`config.mk`:
```
export PLATFORM = sky130hd
export DESIGN_NAME = sri_exec
export DESIGN_NICKNAME = d
export VERILOG_FILES = /design/src/sri_pkg.sv /design/src/sri_exec.sv /design/src/sri_decode.sv
export VERILOG_INCLUDE_DIRS = /design/src /design/src/src
export SDC_FILE = /design/constraint.sdc
export NUM_CORES = 1
export LEC_CHECK = 0
export ABC_AREA = 1
export BUFFER_PORTS_ARGS = -buffer_cell sky130_fd_sc_hd__clkbuf_2
export CORE_MARGIN = 10
export CORE_UTILIZATION = 30
export DETAILED_ROUTE_END_ITERATION = 8
export GPL_ROUTABILITY_DRIVEN = 0
export SLEW_MARGIN = 20
export SYNTH_ARGS = -nofsm -noshare
export SYNTH_HDL_FRONTEND = slang
export SYNTH_SLANG_ARGS = --single-unit
```
`constraint.sdc`:
```
create_clock -name clk -period 1.9 [get_ports clk]
set_input_delay 0.095 -clock clk [delete_from_list [all_inputs] [get_ports clk]]
set_output_delay 0.095 -clock clk [all_outputs]
set_load 0.005 [all_outputs]
```
`src/sri_params.svh`:
```
// timing, opcode and layout constants for the stack/rotate executor
`ifndef SRI_PARAMS_SVH
`define SRI_PARAMS_SVH
// opcodes
`define SRI_OP_ORW_REG 8'h48
`define SRI_OP_ORW_IMM 8'h49
`define SRI_OP_POP_R 8'h50
`define SRI_OP_POP_IR 8'h51
`define SRI_OP_PULL_EXT 8'hD8
`define SRI_OP_PUSH_R 8'h70
`define SRI_OP_PUSH_IR 8'h71
`define SRI_OP_STORE_EXT 8'hC8
`define SRI_OP_CCLR 8'hCF
`define SRI_OP_RETN 8'hAF
`define SRI_OP_ROL_R 8'h90
`define SRI_OP_ROL_IR 8'h91
`define SRI_OP_ROLC_R 8'h10
`define SRI_OP_ROLC_IR 8'h11
`define SRI_OP_ROR_R 8'hE0
`define SRI_OP_ROR_IR 8'hE1
`define SRI_OP_RORC_R 8'hC0
`define SRI_OP_RORC_IR 8'hC1
// execution cycle counts
`define SRI_CYC_ORW 3'd3
`define SRI_CYC_PULL_EXT 3'd2
`define SRI_CYC_STORE_EXT 3'd2
`define SRI_CYC_SHORT_R 3'd2
`define SRI_CYC_SHORT_IR 3'd3
`define SRI_CYC_RETN 3'd4
`define SRI_CYC_CCLR 3'd2
// instruction byte counts
`define SRI_LEN_ORW 3'd4
`define SRI_LEN_X 3'd3
`define SRI_LEN_SHORT 3'd2
`define SRI_LEN_ONE 3'd1
// flag bit positions in the flags byte
`define SRI_FLAG_C 7
`define SRI_FLAG_Z 6
`define SRI_FLAG_S 5
`define SRI_FLAG_V 4
// reset values and maximum step count
`define SRI_PTR_RST 12'h000
`define SRI_FLAGS_RST 8'h00
`define SRI_STEP_MAX 3'd4
`endif

```
`src/sri_pkg.sv`:
```
// types shared by the stack/rotate executor
package sri_pkg;
   // execution operation class
   typedef enum logic [3:0] {
      SRI_OP_NONE = 4'h0,
      SRI_OP_OR = 4'h1,
      SRI_OP_PULL = 4'h2,
      SRI_OP_STORE = 4'h3,
      SRI_OP_EXIT = 4'h4,
      SRI_OP_CCLR = 4'h5,
      SRI_OP_ROTL = 4'h6,
      SRI_OP_ROTLC = 4'h7,
      SRI_OP_ROTR = 4'h8,
      SRI_OP_ROTRC = 4'h9
   } sri_op_type;
   // executor state, gray along idle-exec-done
   typedef enum logic [1:0] {
      SRI_IDLE = 2'b00,
      SRI_EXEC = 2'b01,
      SRI_DONE = 2'b11
   } sri_state_type;
   // one instruction from fetch
   typedef struct packed {
      logic [7:0] opcode;
      logic [11:0] dstAddr;
      logic [7:0] srcData;
      logic [7:0] dstData;
   } sri_instr_type;
   // decode result
   typedef struct packed {
      sri_op_type op;
      logic legal;
      logic [2:0] cycles;
      logic [2:0] bytes;
   } sri_dec_type;
   // register file / memory write request
   typedef struct packed {
      logic en;
      logic [11:0] addr;
      logic [7:0] data;
   } sri_wr_type;
endpackage : sri_pkg

```
`src/sri_exec.sv`:
```
// execution unit for or, stack pull/store, exit, carry clear and rotates
// Functional notes
// - each flag computed, kept, cleared, set
// - or 48/49 sets Z S, clears V
// - pull loads from stack, then pointer+1
// - store: pointer-1 first, then write source
// - exit loads PC from stack, pointer+2
// - rotate left: bit7 into bit0, carry
// - rotate left via carry: carry into bit0
// - rotate right: bit0 into bit7, carry
// - rotate right via carry: carry into bit7
`timescale 1ns/1ps
`include "sri_params.svh"
module sri_exec #(
   parameter int PTR_W = 12, // stack pointer width
   parameter int PC_W = 16 // program counter width
) (
   input wire logic clk,
   input wire logic rst_n,
   input wire logic instrValid, // fetch offers an instruction
   input sri_pkg::sri_instr_type instr, // opcode plus operands
   input wire logic [7:0] stackLo, // byte at stack pointer
   input wire logic [7:0] stackHi, // byte at stack pointer + 1
   output logic instrReady, // executor can take an instruction
   output logic illegalOp, // offered opcode not handled here
   output sri_pkg::sri_wr_type wrPort, // write to register file/memory
   output logic [PTR_W-1:0] stackPtr, // current stack pointer
   output logic [PC_W-1:0] pcLoad, // new program counter
   output logic pcLoadEn, // pcLoad valid, one cycle
   output logic [7:0] flags, // C Z S V in bits 7..4
   output logic [2:0] instrBytes, // length of the finished instruction
   output logic done // instruction retired, one cycle
);
   import sri_pkg::*;

   // decode, sequencing and latched operand state
   sri_dec_type dec; // decode of the offered opcode
   sri_state_type state_ff, nxt_state; // sequencer
   sri_op_type op_ff; // latched operation
   logic [2:0] cnt_ff; // remaining execute cycles
   logic [2:0] len_ff; // latched length
   sri_instr_type ins_ff; // latched operands
   logic [PTR_W-1:0] stkPtr_ff; // stack pointer
   logic [7:0] flags_ff; // status flags
   // combinational datapath results
   logic [7:0] res; // result byte
   logic resC; // result carry
   logic take; // instruction accepted
   logic lastCyc; // final execute cycle

   // opcode decode
   // decoder is purely combinational on the offered opcode
   // it only classifies; all state lives in this module
   sri_decode u_dec (
      .opcode(instr.opcode),
      .dec(dec)
   );

   // ready only while idle, so a new opcode
   // cannot be taken mid-instruction
   assign instrReady = (state_ff == SRI_IDLE);
   // legal opcodes only; anything else pulses illegalOp
   assign take = instrValid && instrReady && dec.legal;
   // last execute cycle, when results are committed
   assign lastCyc = (state_ff == SRI_EXEC) && (cnt_ff == 3'd1);

   // next state
   // idle waits for a legal offer, exec counts down,
   // done lasts one cycle and returns to idle
   always_comb begin
      nxt_state = state_ff;
      unique case (state_ff)
         SRI_IDLE: if (take) nxt_state = SRI_EXEC;
         SRI_EXEC: if (cnt_ff == 3'd1) nxt_state = SRI_DONE;
         SRI_DONE: nxt_state = SRI_IDLE;
         default: nxt_state = SRI_IDLE; // fourth code is illegal
      endcase
   end

   // state register
   // async clear so the block is idle straight out of reset
   always_ff @(posedge clk or negedge rst_n) begin
      if (!rst_n) state_ff <= SRI_IDLE;
      else state_ff <= nxt_state;
   end

   // operands are frozen at acceptance so fetch may move on
   // latch instruction and count execution cycles
   // done costs one cycle, so exec runs cycles-1
   always_ff @(posedge clk or negedge rst_n) begin
      if (!rst_n) begin
         op_ff <= SRI_OP_NONE;
         cnt_ff <= 3'd0;
         len_ff <= 3'd0;
         ins_ff <= '0;
      end else if (take) begin
         op_ff <= dec.op;
         cnt_ff <= dec.cycles - 3'd1;
         len_ff <= dec.bytes;
         ins_ff <= instr;
      end else if (state_ff == SRI_EXEC && cnt_ff != 3'd0) begin
         cnt_ff <= cnt_ff - 3'd1;
      end
   end

   // result datapath
   // combinational, only used on the last execute cycle
   // carry defaults to the held flag for non-rotates
   always_comb begin
      res = ins_ff.dstData;
      resC = flags_ff[`SRI_FLAG_C];
      unique case (op_ff)
         SRI_OP_OR: res = ins_ff.dstData | ins_ff.srcData;
         SRI_OP_ROTL: begin
            res = {ins_ff.dstData[6:0], ins_ff.dstData[7]};
            resC = ins_ff.dstData[7];
         end
         SRI_OP_ROTLC: begin
            res = {ins_ff.dstData[6:0], flags_ff[`SRI_FLAG_C]};
            resC = ins_ff.dstData[7];
         end
         SRI_OP_ROTR: begin
            res = {ins_ff.dstData[0], ins_ff.dstData[7:1]};
            resC = ins_ff.dstData[0];
         end
         SRI_OP_ROTRC: begin
            res = {flags_ff[`SRI_FLAG_C], ins_ff.dstData[7:1]};
            resC = ins_ff.dstData[0];
         end
         default: res = ins_ff.dstData;
      endcase
   end

   // flag update on the last execute cycle
   // each op class owns its own set of flags; all others hold
   // V on rotates marks a change of the sign bit
   always_ff @(posedge clk or negedge rst_n) begin
      if (!rst_n) begin
         flags_ff <= `SRI_FLAGS_RST;
      end else if (lastCyc) begin
         unique case (op_ff)
            SRI_OP_OR: begin
               flags_ff[`SRI_FLAG_Z] <= (res == 8'h00);
               flags_ff[`SRI_FLAG_S] <= res[7];
               flags_ff[`SRI_FLAG_V] <= 1'b0;
            end
            SRI_OP_ROTL, SRI_OP_ROTLC, SRI_OP_ROTR, SRI_OP_ROTRC: begin
               flags_ff[`SRI_FLAG_C] <= resC;
               flags_ff[`SRI_FLAG_Z] <= (res == 8'h00);
               flags_ff[`SRI_FLAG_S] <= res[7];
               flags_ff[`SRI_FLAG_V] <= res[7] ^ ins_ff.dstData[7]; // sign change
            end
            SRI_OP_CCLR: flags_ff[`SRI_FLAG_C] <= 1'b0;
            default: flags_ff <= flags_ff; // stack ops keep all flags
         endcase
      end
   end

   // stack pointer: store pre-decrements, pull/exit post-increment
   // the store decrement lands at acceptance, so the write
   // that follows already addresses the new top of stack
   always_ff @(posedge clk or negedge rst_n) begin
      if (!rst_n) begin
         stkPtr_ff <= PTR_W'(`SRI_PTR_RST); // pointer reset value
      end else if (take && dec.op == SRI_OP_STORE) begin
         stkPtr_ff <= stkPtr_ff - PTR_W'(1);
      end else if (lastCyc && op_ff == SRI_OP_PULL) begin
         stkPtr_ff <= stkPtr_ff + PTR_W'(1);
      end else if (lastCyc && op_ff == SRI_OP_EXIT) begin
         stkPtr_ff <= stkPtr_ff + PTR_W'(2);
      end
   end

   // write port and program counter load, registered
   // strobes default low so each lasts exactly one cycle
   always_ff @(posedge clk or negedge rst_n) begin
      if (!rst_n) begin
         wrPort <= '0;
         pcLoad <= '0;
         pcLoadEn <= 1'b0;
      end else begin
         wrPort.en <= 1'b0;
         pcLoadEn <= 1'b0;
         if (lastCyc) begin
            unique case (op_ff)
               SRI_OP_STORE: begin
                  wrPort.en <= 1'b1;
                  wrPort.addr <= 12'(stkPtr_ff);
                  wrPort.data <= ins_ff.srcData;
               end
               SRI_OP_PULL: begin
                  wrPort.en <= 1'b1;
                  wrPort.addr <= ins_ff.dstAddr;
                  wrPort.data <= stackLo;
               end
               SRI_OP_EXIT: begin
                  pcLoadEn <= 1'b1;
                  pcLoad <= PC_W'({stackLo, stackHi});
               end
               SRI_OP_OR, SRI_OP_ROTL, SRI_OP_ROTLC, SRI_OP_ROTR, SRI_OP_ROTRC: begin
                  wrPort.en <= 1'b1;
                  wrPort.addr <= ins_ff.dstAddr;
                  wrPort.data <= res;
               end
               default: wrPort.en <= 1'b0;
            endcase
         end
      end
   end

   // illegal opcode pulse
   // registered, one cycle after the refused offer
   always_ff @(posedge clk or negedge rst_n) begin
      if (!rst_n) illegalOp <= 1'b0;
      else illegalOp <= instrValid && instrReady && !dec.legal;
   end

   // outputs straight from their registers
   assign stackPtr = stkPtr_ff;
   assign flags = flags_ff;
   // done pulses for the one cycle spent in the done state
   assign done = (state_ff == SRI_DONE);
   assign instrBytes = len_ff;
endmodule : sri_exec

```
`src/sri_decode.sv`:
```
// opcode decoder: operation class, cycle count and length
`timescale 1ns/1ps
`include "sri_params.svh"
module sri_decode (
   input wire logic [7:0] opcode,
   output sri_pkg::sri_dec_type dec
);
   import sri_pkg::*;

   // table lookup of the handled opcodes
   always_comb begin
      dec = '{op: SRI_OP_NONE, legal: 1'b0, cycles: 3'd0, bytes: 3'd0};
      unique case (opcode)
         `SRI_OP_ORW_REG, `SRI_OP_ORW_IMM: begin
            dec = '{SRI_OP_OR, 1'b1, `SRI_CYC_ORW, `SRI_LEN_ORW};
         end
         `SRI_OP_PULL_EXT: begin
            dec = '{SRI_OP_PULL, 1'b1, `SRI_CYC_PULL_EXT, `SRI_LEN_X};
         end
         `SRI_OP_POP_R: begin
            dec = '{SRI_OP_PULL, 1'b1, `SRI_CYC_SHORT_R, `SRI_LEN_SHORT};
         end
         `SRI_OP_POP_IR: begin
            dec = '{SRI_OP_PULL, 1'b1, `SRI_CYC_SHORT_IR, `SRI_LEN_SHORT};
         end
         `SRI_OP_STORE_EXT: begin
            dec = '{SRI_OP_STORE, 1'b1, `SRI_CYC_STORE_EXT, `SRI_LEN_X};
         end
         `SRI_OP_PUSH_R: begin
            dec = '{SRI_OP_STORE, 1'b1, `SRI_CYC_SHORT_R, `SRI_LEN_SHORT};
         end
         `SRI_OP_PUSH_IR: begin
            dec = '{SRI_OP_STORE, 1'b1, `SRI_CYC_SHORT_IR, `SRI_LEN_SHORT};
         end
         `SRI_OP_RETN: begin
            dec = '{SRI_OP_EXIT, 1'b1, `SRI_CYC_RETN, `SRI_LEN_ONE};
         end
         `SRI_OP_CCLR: begin
            dec = '{SRI_OP_CCLR, 1'b1, `SRI_CYC_CCLR, `SRI_LEN_ONE};
         end
         `SRI_OP_ROL_R, `SRI_OP_ROL_IR: begin
            dec = '{SRI_OP_ROTL, 1'b1, opcode[0] ? `SRI_CYC_SHORT_IR : `SRI_CYC_SHORT_R,
                    `SRI_LEN_SHORT};
         end
         `SRI_OP_ROLC_R, `SRI_OP_ROLC_IR: begin
            dec = '{SRI_OP_ROTLC, 1'b1, opcode[0] ? `SRI_CYC_SHORT_IR : `SRI_CYC_SHORT_R,
                    `SRI_LEN_SHORT};
         end
         `SRI_OP_ROR_R, `SRI_OP_ROR_IR: begin
            dec = '{SRI_OP_ROTR, 1'b1, opcode[0] ? `SRI_CYC_SHORT_IR : `SRI_CYC_SHORT_R,
                    `SRI_LEN_SHORT};
         end
         `SRI_OP_RORC_R, `SRI_OP_RORC_IR: begin
            dec = '{SRI_OP_ROTRC, 1'b1, opcode[0] ? `SRI_CYC_SHORT_IR : `SRI_CYC_SHORT_R,
                    `SRI_LEN_SHORT};
         end
         default: begin
            dec = '{op: SRI_OP_NONE, legal: 1'b0, cycles: 3'd0, bytes: 3'd0};
         end
      endcase
   end
endmodule : sri_decode

```
==> results of run 1 <==
## timing repair
action	4_1_cts	5_1_grt
endpoints found under the setup margin	0	23
endpoints found under the hold margin	76	0
hold buffers	38	0
setup buffers	0	1
resized for setup	0	4
## layout make-up
cell class | count | share of cell area (%)
clock buffers | 10 | 3.15
repair buffers | 196 | 18.2
clock inverters | 6 | 0.929
multi-input cells | 558 | 37.1
flip-flops and latches | 95 | 32.7
well taps | 229 | 3.94
inverters | 76 | 3.92
## logic make-up (layout without fill, tap and decap cells)
logic type / after synthesis / in the layout / share of synthesized area, %
simple gates: 427 / 427 / 33.1
buf+inv: 115 / 288 / 8.72
flops: 95 / 95 / 42.9
compound gates: 94 / 94 / 9.44
xor+xnor: 24 / 24 / 3.79
fa+ha+maj: 9 / 9 / 2.03
other cells: 1 / 4 / 0.0677
## synth_stat cells, types with 6 or more instances
cell type / n
sky130_fd_sc_hd__o221ai_1: 6
sky130_fd_sc_hd__nor3_1: 10
sky130_fd_sc_hd__o21ai_0: 34
sky130_fd_sc_hd__a21oi_1: 14
sky130_fd_sc_hd__nand3_1: 34
sky130_fd_sc_hd__buf_2: 14
sky130_fd_sc_hd__ha_1: 9
sky130_fd_sc_hd__nand2_1: 273
sky130_fd_sc_hd__buf_4: 9
sky130_fd_sc_hd__inv_2: 6
sky130_fd_sc_hd__clkbuf_1: 16
sky130_fd_sc_hd__nand4_1: 31
sky130_fd_sc_hd__inv_1: 69
sky130_fd_sc_hd__o21ai_1: 20
sky130_fd_sc_hd__dfrtp_1: 95
sky130_fd_sc_hd__xor2_1: 20
sky130_fd_sc_hd__nor2_1: 60
sky130_fd_sc_hd__a31oi_1: 12
## sequential cells by signal, summed over array words and instances (netlist names)
signal      flops
cnt_ff          3
flags           4
illegalOp       1
ins_ff         28
instrBytes      3
op_ff           4
pcLoad         16
pcLoadEn        1
stackPtr       12
state_ff        2
wrPort         21
## how the worst max path moves through the flow
stage / startpoint / endpoint / slack [ns] / depth (start not counted)
3_5_place_dp: op_ff[1] / wrPort[1] / 0.12 / 10
5_1_grt: op_ff[0] / stackPtr[7] / 0.0004 / 12
3_3_place_gp: op_ff[1] / flags[6] / 0.20 / 10
4_1_cts: op_ff[1] / wrPort[17] / 0.09 / 10
2_1_floorplan: stackPtr[2] / stackPtr[11] / 0.16 / 13
6_report: cnt_ff[1] / stackPtr[7] / 0.17 / 11
## layer usage
layer | track usage, % | up-vias | wire length, um
met4 | 3.37 | 0 | 250
met5 | 0 | - | 0
met1 | 18.0 | 2566 | 7700
met3 | 3.78 | 17 | 969
met2 | 23.9 | 157 | 8220
li1 | - | 2781 | -
## through the flow
step | instance area [um^2] | util, %
after global placement | 6580 | 36.4
after global routing | 7270 | 40.2
after floorplan | 5550 | -
after detailed placement | 6580 | 36.4
final | 7270 | 40.2
after CTS | 7250 | 40.1
## power breakdown
group | leakage, uW | internal [uW] | switching [uW]
logic | 0.00249 | 1390 | 1990
clock network | 0.000139 | 1030 | 826
registers | 0.00113 | 2790 | 473
## tightest hold or removal path, stage by stage
cell and delay (ns):
sky130_fd_sc_hd__clkbuf_2 0.08, sky130_fd_sc_hd__inv_1 0.08, sky130_fd_sc_hd__o21ai_1 0.07
==> results by group, run 1 <==
Status
  – Outcome: finished clean

Worst setup path
  – Internal reg-to-reg setup slack: 0.17 ns
  – Critical path type: flop to flop
  – Maximum fanout count along the critical path: 18
  – Start of the worst register-to-register path: cnt_ff[1]
  – Critical Path Start Type: flop
  – Slowest library cell on the worst path: sky130_fd_sc_hd__dfrtp_1
  – Required @ worst endpoint: 2.15 ns
  – WP buf/inv: 2
  – Cell class contributing the biggest share of worst-path delay: simple AND/OR/NAND/NOR gates
  – R2r worst-path depth: 11
  – WP data arrival: 1.98 ns
  – Highest cell delay on the worst timing path: 0.36 ns
  – Dominant cell type by count on the critical path: sky130_fd_sc_hd__nand2_1
  – Kind of capture point of the worst setup path: flop
  – List of cells traversed by the critical path: inv_1, ha_1, nand3_4, nor2_2, inv_2, nand2_1, nand2_1, nand2_1, nand2_1, nand2_1, nand2_1
  – Reg-to-reg critical path endpoint: stackPtr[7]

Power
  – Final Total Pwr: 8490 uW
  – Leakage power: 0.00376 uW
  – Pwr per Cell Area: 1170 nW/um^2
  – IR Drop Worst-Case VDD: 748 uV

Floorplan
  – Total Die Area: 24300 um^2
  – Floorplan core area: 18100 um^2
  – Initial core utilization: 30.6%
  – Die Span X: 156 um
  – Row cnt: 49
  – Die Ht: 156 um
  – Number of placed I/O pins: 119

Timing
  – Setup Viol. Count Final: 0
  – Worst-case hold slack: 0.00729 ns
  – Fmax achieved: 0.577 GHz
  – Final total negative setup slack: 0 ns
  – Final critical delay including setup and external delays: 1.73 ns
  – Worst setup slack after layout: 0.166 ns
  – Share of the clock period used by the worst path: 91.3%
  – Unrepaired setup endpoints after global routing: no
  – Setup Skew: 0.00662 ns
  – Final number of hold-violating endpoints: 0
  – Final Max Slew Viols: 0
  – Transition time at the pin with the least slew margin: 0.597 ns
  – Slew Limit Headroom: 60.2%

Final layout
  – Fraction of layout instances using a drive strength above 1: 20.9%
  – Multi-input combinational cell area: 2700 um^2
  – Count of antenna diodes in the layout: 0
  – Seq. cell area: 2380 um^2
  – Commonest cells after routing, fill and taps aside: sky130_fd_sc_hd__nand2_1, sky130_fd_sc_hd__clkbuf_2, sky130_fd_sc_hd__dfrtp_1, sky130_fd_sc_hd__inv_1, sky130_fd_sc_hd__nor2_1
  – Filler Cell Count: 1865
  – Most common cell after layout, fill and taps aside: sky130_fd_sc_hd__nand2_1
  – Final net count: 1000
  – Growth of design area from synthesis to finish: 31.2%
  – Final cell count without fillers: 1170

CTS
  – H-tree levels: 3
  – Cell chosen for the clock root: sky130_fd_sc_hd__clkbuf_16
  – Register clock-pin slew on the reported worst setup and hold paths: 0.07 ns
  – Insertion delay of the later-clocked pin in the worst-skew pair: 0.35 ns
  – CTS sink count: 95
  – Deepest clock path buffer count: 2
  – Clock tree from TritonCTS: built
  – Clock buffers created by TritonCTS: 9

Min path
  – Launch point of the worst hold path: stackLo[1]
  – Tightest Hold Check Type: input pin to flop
  – Worst hold stages: 3
  – Endpoint of the worst hold-timing path: pcLoad[9]

Global route
  – Number of global-route vias before repair: 5479
  – Largest net degree at the start of global routing: 52
  – Number of antenna violations at the first check in global routing: 0
  – Total routing usage reported by global routing: 14.3%
  – Aggregate global routing overflow: 0
  – Wire length of the first global-routing pass: 28.2 mm

Yosys
  – Synthesis Warnings: 0
  – Netlist Area Pre-Place: 5540 um^2
  – Proportion of synthesized chip area in sequential cells: 42.9%
  – Number of instances in the synthesized netlist: 765
  – Area share of the largest cell type after synthesis: 42.9%
  – Number of synthesized register bits: 95
  – Cell types with the largest area share after synthesis: sky130_fd_sc_hd__dfrtp_1, sky130_fd_sc_hd__nand2_1, sky130_fd_sc_hd__inv_1
  – Number of enable flip-flop cells after synthesis: 0
  – Most common flop cell mapped by yosys: sky130_fd_sc_hd__dfrtp_1
  – Async set-or-reset flop fraction in the synthesized netlist: 100%
  – Average instance area after synthesis: 7.24 um^2
  – Most area-hungry cell type in the Yosys netlist: sky130_fd_sc_hd__dfrtp_1
  – Count of cell types in the netlist: 35

Route
  – Count of TritonRoute iterations in the first routing pass: 6
  – Post-DR wirelength/cell: 14.7 um
  – Total Routed Length: 17.1 mm
  – Post-detailed-route via-to-cell ratio: 4.72
  – Detailed-route DRC error count: 0
  – DRT iter0 DRCs: 436
  – Count of vias placed by the detailed router: 5521
  – Number of nets still failing antenna checks after routing: 0

Placement
  – Buffers added on ports: 114
  – Half-perimeter wire length after placement: 13.0 mm
  – Worst Setup Slack post-DPL: 0.115 ns
  – Dpl cells: 1115

Run
  – Max-cap violations: 0
Note: power is estimated with default switching activity, not from simulation.
==> inputs of run 2 (changes only) <==
Settings changed: ABC_AREA 1 to not set.
==> run 2 against run 1 <==
Effect of this change: the run now ends with setup timing left; critical path depth down 2; clock-buffer cell count rose by 1; power fell by 22%.
==> results by group, run 2 <==
Status
  – Outcome: finished, violations left
  – Violations in the final reports: setup timing

Worst setup path
  – Critical Path Start: state_ff[1]
  – Critical Path Start Type: flop
  – Kind of capture point of the worst setup path: flop
  – WP data arrival: 2.21 ns (+0.23 ns)
  – Start of the worst register-to-register path: state_ff[1]
  – Reg-to-reg critical path endpoint: stackPtr[2]
  – Critical path type: flop to flop
  – Required @ worst endpoint: 2.18 ns (+0.03 ns)
  – Internal reg-to-reg setup slack: -0.03 ns (-0.20 ns)
  – R2r worst-path depth: 9 (-2)
  – Maximum fanout count along the critical path: 8 (-10)

Yosys
  – Async set-or-reset flop fraction in the synthesized netlist: 100% (unchanged)
  – Area share of the largest cell type after synthesis: 48.8% (+5.9 points)
  – Count of cell types in the netlist: 68 (+94%)
  – Proportion of synthesized chip area in sequential cells: 48.8% (+5.9 points)
  – Most common flop cell mapped by yosys: sky130_fd_sc_hd__dfrtp_1
  – Synth Area in XOR/XNOR: 2.88% (-0.92 points)
  – Most common cell in the netlist: sky130_fd_sc_hd__dfrtp_1
  – Number of enable flip-flop cells after synthesis: 0 (unchanged)
  – Most area-hungry cell type in the Yosys netlist: sky130_fd_sc_hd__dfrtp_1
  – Number of synthesized register bits: 95 (unchanged)
  – Synthesis Warnings: 0 (unchanged)
  – Average instance area after synthesis: 10.6 um^2 (+46%)
  – Arithmetic-cell share of the synthesized area counting full adders, half adders and majority gates: 2.31% (+0.28 points)
  – Combinational family with the most area after synthesis: compound AO/OA/AOI/OAI gates
  – Number of instances in the synthesized netlist: 460 (-40%)
  – Cell types with the largest area share after synthesis: sky130_fd_sc_hd__dfrtp_1, sky130_fd_sc_hd__mux2_2, sky130_fd_sc_hd__nand2_1
  – Most common library cells after synthesis: sky130_fd_sc_hd__dfrtp_1, sky130_fd_sc_hd__nand2_1, sky130_fd_sc_hd__mux2_2
  – Multiplexer area fraction after synthesis: 12.6% (+13 points)
  – Complex-gate fraction of the synthesized area: 14.9% (+5.5 points)
  – Netlist Area Pre-Place: 4870 um^2 (-12%)
  – Share of synthesized cell area in and, or, nand and nor gates: 14.0% (-19 points)

Final layout
  – Fraction of layout instances using a drive strength above 1: 42.0% (+21 points)
  – Post-route design area: 7050 um^2 (-3.1%)
  – Register ranked first by flip-flop count: ins_ff
  – Final net count: 735 (-27%)
  – Commonest cells after routing, fill and taps aside: sky130_fd_sc_hd__clkbuf_2, sky130_fd_sc_hd__dfrtp_1, sky130_fd_sc_hd__buf_4, sky130_fd_sc_hd__nand2_1, sky130_fd_sc_hd__mux2_2
  – End-of-flow core utilization: 44.4% (+4.1 points)
  – Largest registers: ins_ff x28, wrPort x21, pcLoad x16
  – Max FFs per register: 28 (unchanged)
  – Growth of design area from synthesis to finish: 44.6%
  – Most common cell after layout, fill and taps aside: sky130_fd_sc_hd__clkbuf_2
  – Filler Cell Count: 1522 (-18%)

CTS
  – Deepest clock path buffer count: 2 (unchanged)
  – H-tree levels: 3 (unchanged)
  – Cell chosen for the clock root: sky130_fd_sc_hd__clkbuf_16
  – Register clock-pin slew on the reported worst setup and hold paths: 0.07 ns (about the same)
  – Clock buffers created by TritonCTS: 9 (unchanged)
  – Insertion delay of the later-clocked pin in the worst-skew pair: 0.34 ns (about the same)
  – Clock tree from TritonCTS: built
  – CTS sink count: 95 (unchanged)

Global route
  – Number of antenna violations at the first check in global routing: 1 (+1)
  – Wire length of the first global-routing pass: 22.6 mm (-20%)
  – Total routing usage reported by global routing: 12.6% (-1.7 points)
  – Largest net degree at the start of global routing: 45 (-13%)
  – Number of global-route vias before repair: 4411 (-19%)
  – Aggregate global routing overflow: 0 (unchanged)

Floorplan
  – Total Die Area: 21700 um^2 (-11%)
  – Die Ht: 147 um (-5.4%)
  – Floorplan core area: 15900 um^2 (-12%)
  – Row cnt: 46 (-6.1%)
  – Die Span X: 147 um (-5.4%)
  – Initial core utilization: 30.7% (+0.031 points)
  – Number of placed I/O pins: 119 (unchanged)

Timing
  – Worst setup slack after layout: -0.0299 ns (-0.196 ns)
  – Final Max Slew Viols: 0 (unchanged)
  – Final total negative setup slack: -0.0299 ns (-0.0299 ns)
  – Unrepaired setup endpoints after global routing: yes
  – Final number of hold-violating endpoints: 0 (unchanged)
  – Share of the clock period used by the worst path: 102% (+10 points)
  – Fmax achieved: 0.518 GHz (-10%)
  – Final critical delay including setup and external delays: 1.93 ns (+0.196 ns)
  – Setup Skew: 0.00686 ns (+0.000239 ns)
  – Setup Viol. Count Final: 1 (+1)

Power
  – Leakage power: 0.00344 uW (-8.5%)
  – Fraction of power consumed by sequential logic: 42.5% (+4.1 points)
  – Switching part of the total: 29.3% (-9.4 points)
  – Cell internal pwr: 4700 uW (-9.7%)
  – Pwr per Cell Area: 944 nW/um^2 (-19%)
  – Switching power: 1950 uW (-41%)
  – Combinational share of power: 28.0% (-12 points)
  – IR Drop Worst-Case VDD: 407 uV (-46%)
  – Final Total Pwr: 6650 uW (-22%)
  – Part of the power in the clock network: 29.5% (+7.7 points)

Route
  – Count of TritonRoute iterations in the first routing pass: 4 (-2)
  – DRT iter0 DRCs: 343 (-21%)
  – Total Routed Length: 13.8 mm (-19%)
  – Post-DR wirelength/cell: 15.5 um (+5.6%)
  – Count of vias placed by the detailed router: 4228 (-23%)
  – Number of nets still failing antenna checks after routing: 0 (unchanged)
  – Post-detailed-route via-to-cell ratio: 4.73 (+0.33%)
  – Detailed-route DRC error count: 0 (unchanged)

Min path
  – Endpoint of the worst hold-timing path: pcLoad[9]
  – Launch point of the worst hold path: stackLo[1]
  – Worst hold stages: 2 (-1)
  – Tightest Hold Check Type: input pin to flop

Placement
  – Instance area at placement: 6210 um^2 (-5.5%)
  – Worst Setup Slack post-DPL: -0.271 ns (-0.386 ns)
  – Buffers added on ports: 114 (unchanged)
  – Half-perimeter wire length after placement: 10.6 mm (-18%)

Run
  – Max-cap violations: 0 (unchanged)
==> run 2: what timing repair did <==
| item | CTS | global route |
|---|---|---|
| setup buffers | 1 | 3 |
| pin swaps | 1 | 13 |
| endpoints found under the setup margin | 11 | 51 |
| hold buffers | 36 | 1 |
| gates resized for setup | 3 | 23 |
| endpoints found under the hold margin | 68 | 1 |
==> run 2: final cells by class <==
class,instances,area (um^2),area share [%]
Clock inverter,5,81.3,1.15
Antenna cell,1,2.50,0.0355
Multi-Input combinational cell,326,2420,34.4
Timing Repair Buffer,227,1600,22.7
Inverter,12,45.0,0.639
Tap cell,216,270,3.84
Sequential cell,95,2380,33.7
Clock buffer,11,243,3.44
==> run 2: how the worst max path moves through the flow <==
stage                  end  cells after the start  slack [ns]
3_3_place_gp   stackPtr[2]                      9       -0.23
3_5_place_dp   stackPtr[2]                      9       -0.27
5_1_grt        stackPtr[2]                      9       -0.12
2_1_floorplan   ins_ff[10]                      8       -0.04
4_1_cts        stackPtr[2]                      9       -0.02
6_report       stackPtr[2]                      9       -0.03
==> run 2: worst max-delay path, stage by stage (launching register included) <==
cell	delay, ns
sky130_fd_sc_hd__dfrtp_1	0.42
sky130_fd_sc_hd__nor2_2	0.17
sky130_fd_sc_hd__nand2_2	0.08
sky130_fd_sc_hd__or3_4	0.39
sky130_fd_sc_hd__a211oi_4	0.17
sky130_fd_sc_hd__buf_6	0.16
sky130_fd_sc_hd__buf_6	0.09
sky130_fd_sc_hd__nor3_2	0.03
sky130_fd_sc_hd__a311oi_1	0.20
sky130_fd_sc_hd__o22a_1	0.17
==> run 2: kinds of logic after synthesis <==
family                   count (synthesis)
XOR/XNOR                                16
buffers and inverters                   42
multiplexers                            56
AO/OA/AOI/OAI                          105
other                                    1
adder cells (fa/ha/maj)                  9
flip-flops                              95
AND/OR/NAND/NOR                        136
==> run 2: routing by layer <==
layer / vias up / GRT usage [%] / share of wire, %
met5: - / 0 / 0
met4: 0 / 4.21 / 1.3
met3: 10 / 3.94 / 6.0
met2: 85 / 20.8 / 49
met1: 2063 / 15.3 / 44
li1: 2070 / - / -
==> run 2: power by group through the flow <==
stage                     clock, uW  sequential, uW  combinational [uW]
after global routing           2120            2890                2070
final                          1960            2820                1860
after CTS                      2030            2820                1830
after global placement            0            2830                1720
after detailed placement          0            2860                1760
after floorplan                   0            2830                 944
==> run 2: per-stage QoR <==
step	hold slack [ns]	cells
final	0.0177	893
after global routing	0.0164	893
after CTS	0.00359	888
after detailed placement	0.0912	835
after global placement	0.0783	835
after floorplan	-0.201	463
==> inputs of run 3 (changes only) <==
Settings changed: CELL_PAD_IN_SITES_DETAIL_PLACEMENT set to 1, CELL_PAD_IN_SITES_GLOBAL_PLACEMENT set to 2, PLACE_DENSITY_LB_ADDON set to 0.1.
==> run 3 against run 2 <==
Effect of this change: the run still ends with setup timing left; cell area grew 3.8%; global-route usage grew 1.9 points; sequential share of layout area shrank 1.2 points; clock power is essentially flat; final cell count grew 1.9%; first-iteration DRC count shrank 50%; combinational power grew 7%; clock skew grew 0.00054 ns; die area is the same; largest cell class unchanged.
==> results by group, run 3 (synthesis gave the netlist of run 2 again) <==
Final layout
  – Largest registers: ins_ff x28, wrPort x21, pcLoad x16
  – Seq. cell area: 2380 um^2 (about the same)
  – Max FFs per register: 28 (unchanged)
  – Growth of design area from synthesis to finish: 50.1%
  – Filler Cell Count: 1829 (+20%)
  – Commonest cells after routing, fill and taps aside: sky130_fd_sc_hd__clkbuf_2, sky130_fd_sc_hd__dfrtp_1, sky130_fd_sc_hd__buf_4, sky130_fd_sc_hd__nand2_1, sky130_fd_sc_hd__dlygate4sd3_1
  – Fraction of layout instances using a drive strength above 1: 46.0% (+4.0 points)
  – Most common cell after layout, fill and taps aside: sky130_fd_sc_hd__clkbuf_2
  – Multi-input combinational cell area: 2560 um^2 (+5.4%)
  – Final net count: 753 (+2.4%)
  – Register ranked first by flip-flop count: ins_ff
  – Final cell count without fillers: 910 (+1.9%)
  – Count of antenna diodes in the layout: 0 (-1)

Route
  – Detailed-route DRC error count: 0 (unchanged)
  – Count of TritonRoute iterations in the first routing pass: 4 (unchanged)
  – Post-detailed-route via-to-cell ratio: 4.73 (-0.20%)
  – Number of nets still failing antenna checks after routing: 0 (unchanged)
  – DRT iter0 DRCs: 171 (-50%)
  – Post-DR wirelength/cell: 17.4 um (+12%)
  – Count of vias placed by the detailed router: 4300 (+1.7%)
  – Total Routed Length: 15.8 mm (+15%)

Status
  – Violations in the final reports: setup timing
  – Outcome: finished, violations left

Placement
  – Half-perimeter wire length after placement: 11.8 mm (+12%)
  – Worst Setup Slack post-DPL: -0.240 ns (+0.0311 ns)
  – Buffers added on ports: 114 (unchanged)
  – Dpl cells: 844 (+1.1%)

Power
  – IR Drop Worst-Case VDD: 430 uV (+5.7%)
  – Pwr per Cell Area: 926 nW/um^2 (-1.9%)
  – Leakage power: 0.00354 uW (+2.7%)
  – Final Total Pwr: 6770 uW (+1.8%)

Worst setup path
  – Maximum fanout count along the critical path: 6 (-2)
  – Required @ worst endpoint: 2.13 ns (-0.05 ns)
  – Highest cell delay on the worst timing path: 0.55 ns (+0.13 ns)
  – List of cells traversed by the critical path: or4b_4, nor2_4, nand2_2, a21oi_2, and2_4, a32oi_2, xnor2_1
  – Internal reg-to-reg setup slack: -0.06 ns (-0.03 ns)
  – WP data arrival: 2.19 ns (-0.02 ns)
  – WP buf/inv: 0 (-2)
  – Reg-to-reg critical path endpoint: stackPtr[6]
  – Critical Path Start Type: flop
  – Cell class contributing the biggest share of worst-path delay: simple AND/OR/NAND/NOR gates
  – Start of the worst register-to-register path: op_ff[2]
  – R2r worst-path depth: 7 (-2)
  – Kind of capture point of the worst setup path: flop
  – Critical path type: flop to flop
  – Slowest library cell on the worst path: sky130_fd_sc_hd__or4b_4

CTS
  – Insertion delay of the later-clocked pin in the worst-skew pair: 0.36 ns (+0.02 ns)
  – Clock buffers created by TritonCTS: 9 (unchanged)
  – H-tree levels: 3 (unchanged)
  – Clock tree from TritonCTS: built
  – Deepest clock path buffer count: 2 (unchanged)
  – Register clock-pin slew on the reported worst setup and hold paths: 0.07 ns (about the same)
  – CTS sink count: 95 (unchanged)
  – Cell chosen for the clock root: sky130_fd_sc_hd__clkbuf_16

Global route
  – Aggregate global routing overflow: 0 (unchanged)
  – Wire length of the first global-routing pass: 25.7 mm (+14%)
  – Largest net degree at the start of global routing: 54 (+20%)
  – Number of antenna violations at the first check in global routing: 0 (-1)
  – Total routing usage reported by global routing: 14.5% (+1.9 points)
  – Number of global-route vias before repair: 4830 (+9.5%)

Timing
  – Final critical delay including setup and external delays: 1.96 ns (+0.0340 ns)
  – Final number of hold-violating endpoints: 0 (unchanged)
  – Setup Skew: 0.00740 ns (+0.000541 ns)
  – Worst setup slack after layout: -0.0639 ns (-0.0340 ns)
  – Share of the clock period used by the worst path: 103% (+1.8 points)
  – Setup Viol. Count Final: 3 (+2)
  – Unrepaired setup endpoints after global routing: yes
  – Transition time at the pin with the least slew margin: 0.528 ns
  – Final Max Slew Viols: 0 (unchanged)
  – Slew Limit Headroom: 64.5%
  – Worst-case hold slack: 0.0291 ns (+0.0114 ns)
  – Fmax achieved: 0.509 GHz (-1.7%)

Floorplan
  – Row cnt: 46 (unchanged)
  – Total Die Area: 21700 um^2 (unchanged)
  – Die Span X: 147 um (unchanged)
  – Die Ht: 147 um (unchanged)
  – Initial core utilization: 30.7% (unchanged)
  – Number of placed I/O pins: 119 (unchanged)
  – Floorplan core area: 15900 um^2 (unchanged)

Min path
  – Worst hold stages: 2 (unchanged)
  – Tightest Hold Check Type: input pin to flop
  – Endpoint of the worst hold-timing path: pcLoad[15]
  – Launch point of the worst hold path: stackLo[7]

Run
  – Max-cap violations: 0 (unchanged)
run 3: cell types whose count changed in the layout (fill, tap and decap cells not counted), sizes merged:
cell and delta:
diode -1, bufinv -1, buf +11, dlygate4sd3 +7, inv +1
run 3: layer usage:
metal / vias to the layer above / routed length [um] / global-route usage, %
met1: 2118 / 7200 / 18.1
li1: 2099 / - / -
met4: 0 / 200 / 4.61
met5: - / 0 / 0
met2: 72 / 7900 / 24.5
met3: 11 / 541 / 2.96
run 3: worst max-delay path by stage:
stage | depth (start not counted) | slack, ns | to | start
floorplan | 8 | -0.04 | ins_ff[10] | instr[29]
global placement | 8 | -0.17 | stackPtr[11] | instr[30]
detailed placement | 8 | -0.24 | stackPtr[9] | instr[30]
CTS | 7 | -0.06 | stackPtr[6] | op_ff[2]
global route | 8 | -0.17 | stackPtr[8] | stackPtr[1]
finish | 7 | -0.06 | stackPtr[6] | op_ff[2]
run 3: area by class of cell:
type / count / area share, %
Multi-Input combinational cell: 326 / 34.9
Sequential cell: 95 / 32.5
Timing Repair Buffer: 245 / 23.9
Tap cell: 216 / 3.69
Clock buffer: 11 / 3.46
Clock inverter: 5 / 0.872
Inverter: 12 / 0.616
run 3: timing repair:
action                                  CTS  global route
pin swaps                                 8            23
gates resized for setup                  23            33
hold endpoints to repair                 66             0
hold buffers                             44             0
endpoints found under the setup margin   34            29
buffers inserted                          3             4
run 3: where the power goes:
group          internal [uW]  total [uW]  switching (uW)  leakage [uW]
Clock                   1100        1940             833      0.000152
Combinational           1080        1990             909       0.00216
Sequential              2500        2850             353       0.00122
run 3: worst reg2reg max path, cell delays in order (launching register included):
cell and delay, ns:
sky130_fd_sc_hd__dfrtp_2 0.44, sky130_fd_sc_hd__or4b_4 0.55, sky130_fd_sc_hd__nor2_4 0.14, sky130_fd_sc_hd__nand2_2 0.06
sky130_fd_sc_hd__a21oi_2 0.17, sky130_fd_sc_hd__and2_4 0.20, sky130_fd_sc_hd__a32oi_2 0.12, sky130_fd_sc_hd__xnor2_1 0.16
run 3: per-stage QoR:
step,setup TNS [ns],util (%),area [um^2]
6_report,-0.103,46.0,7310
4_1_cts,-0.213,45.0,7140
3_5_place_dp,-9.65,39.5,6280
3_3_place_gp,-5.07,39.5,6280
2_1_floorplan,-0.790,-,4930
5_1_grt,-0.915,46.0,7310
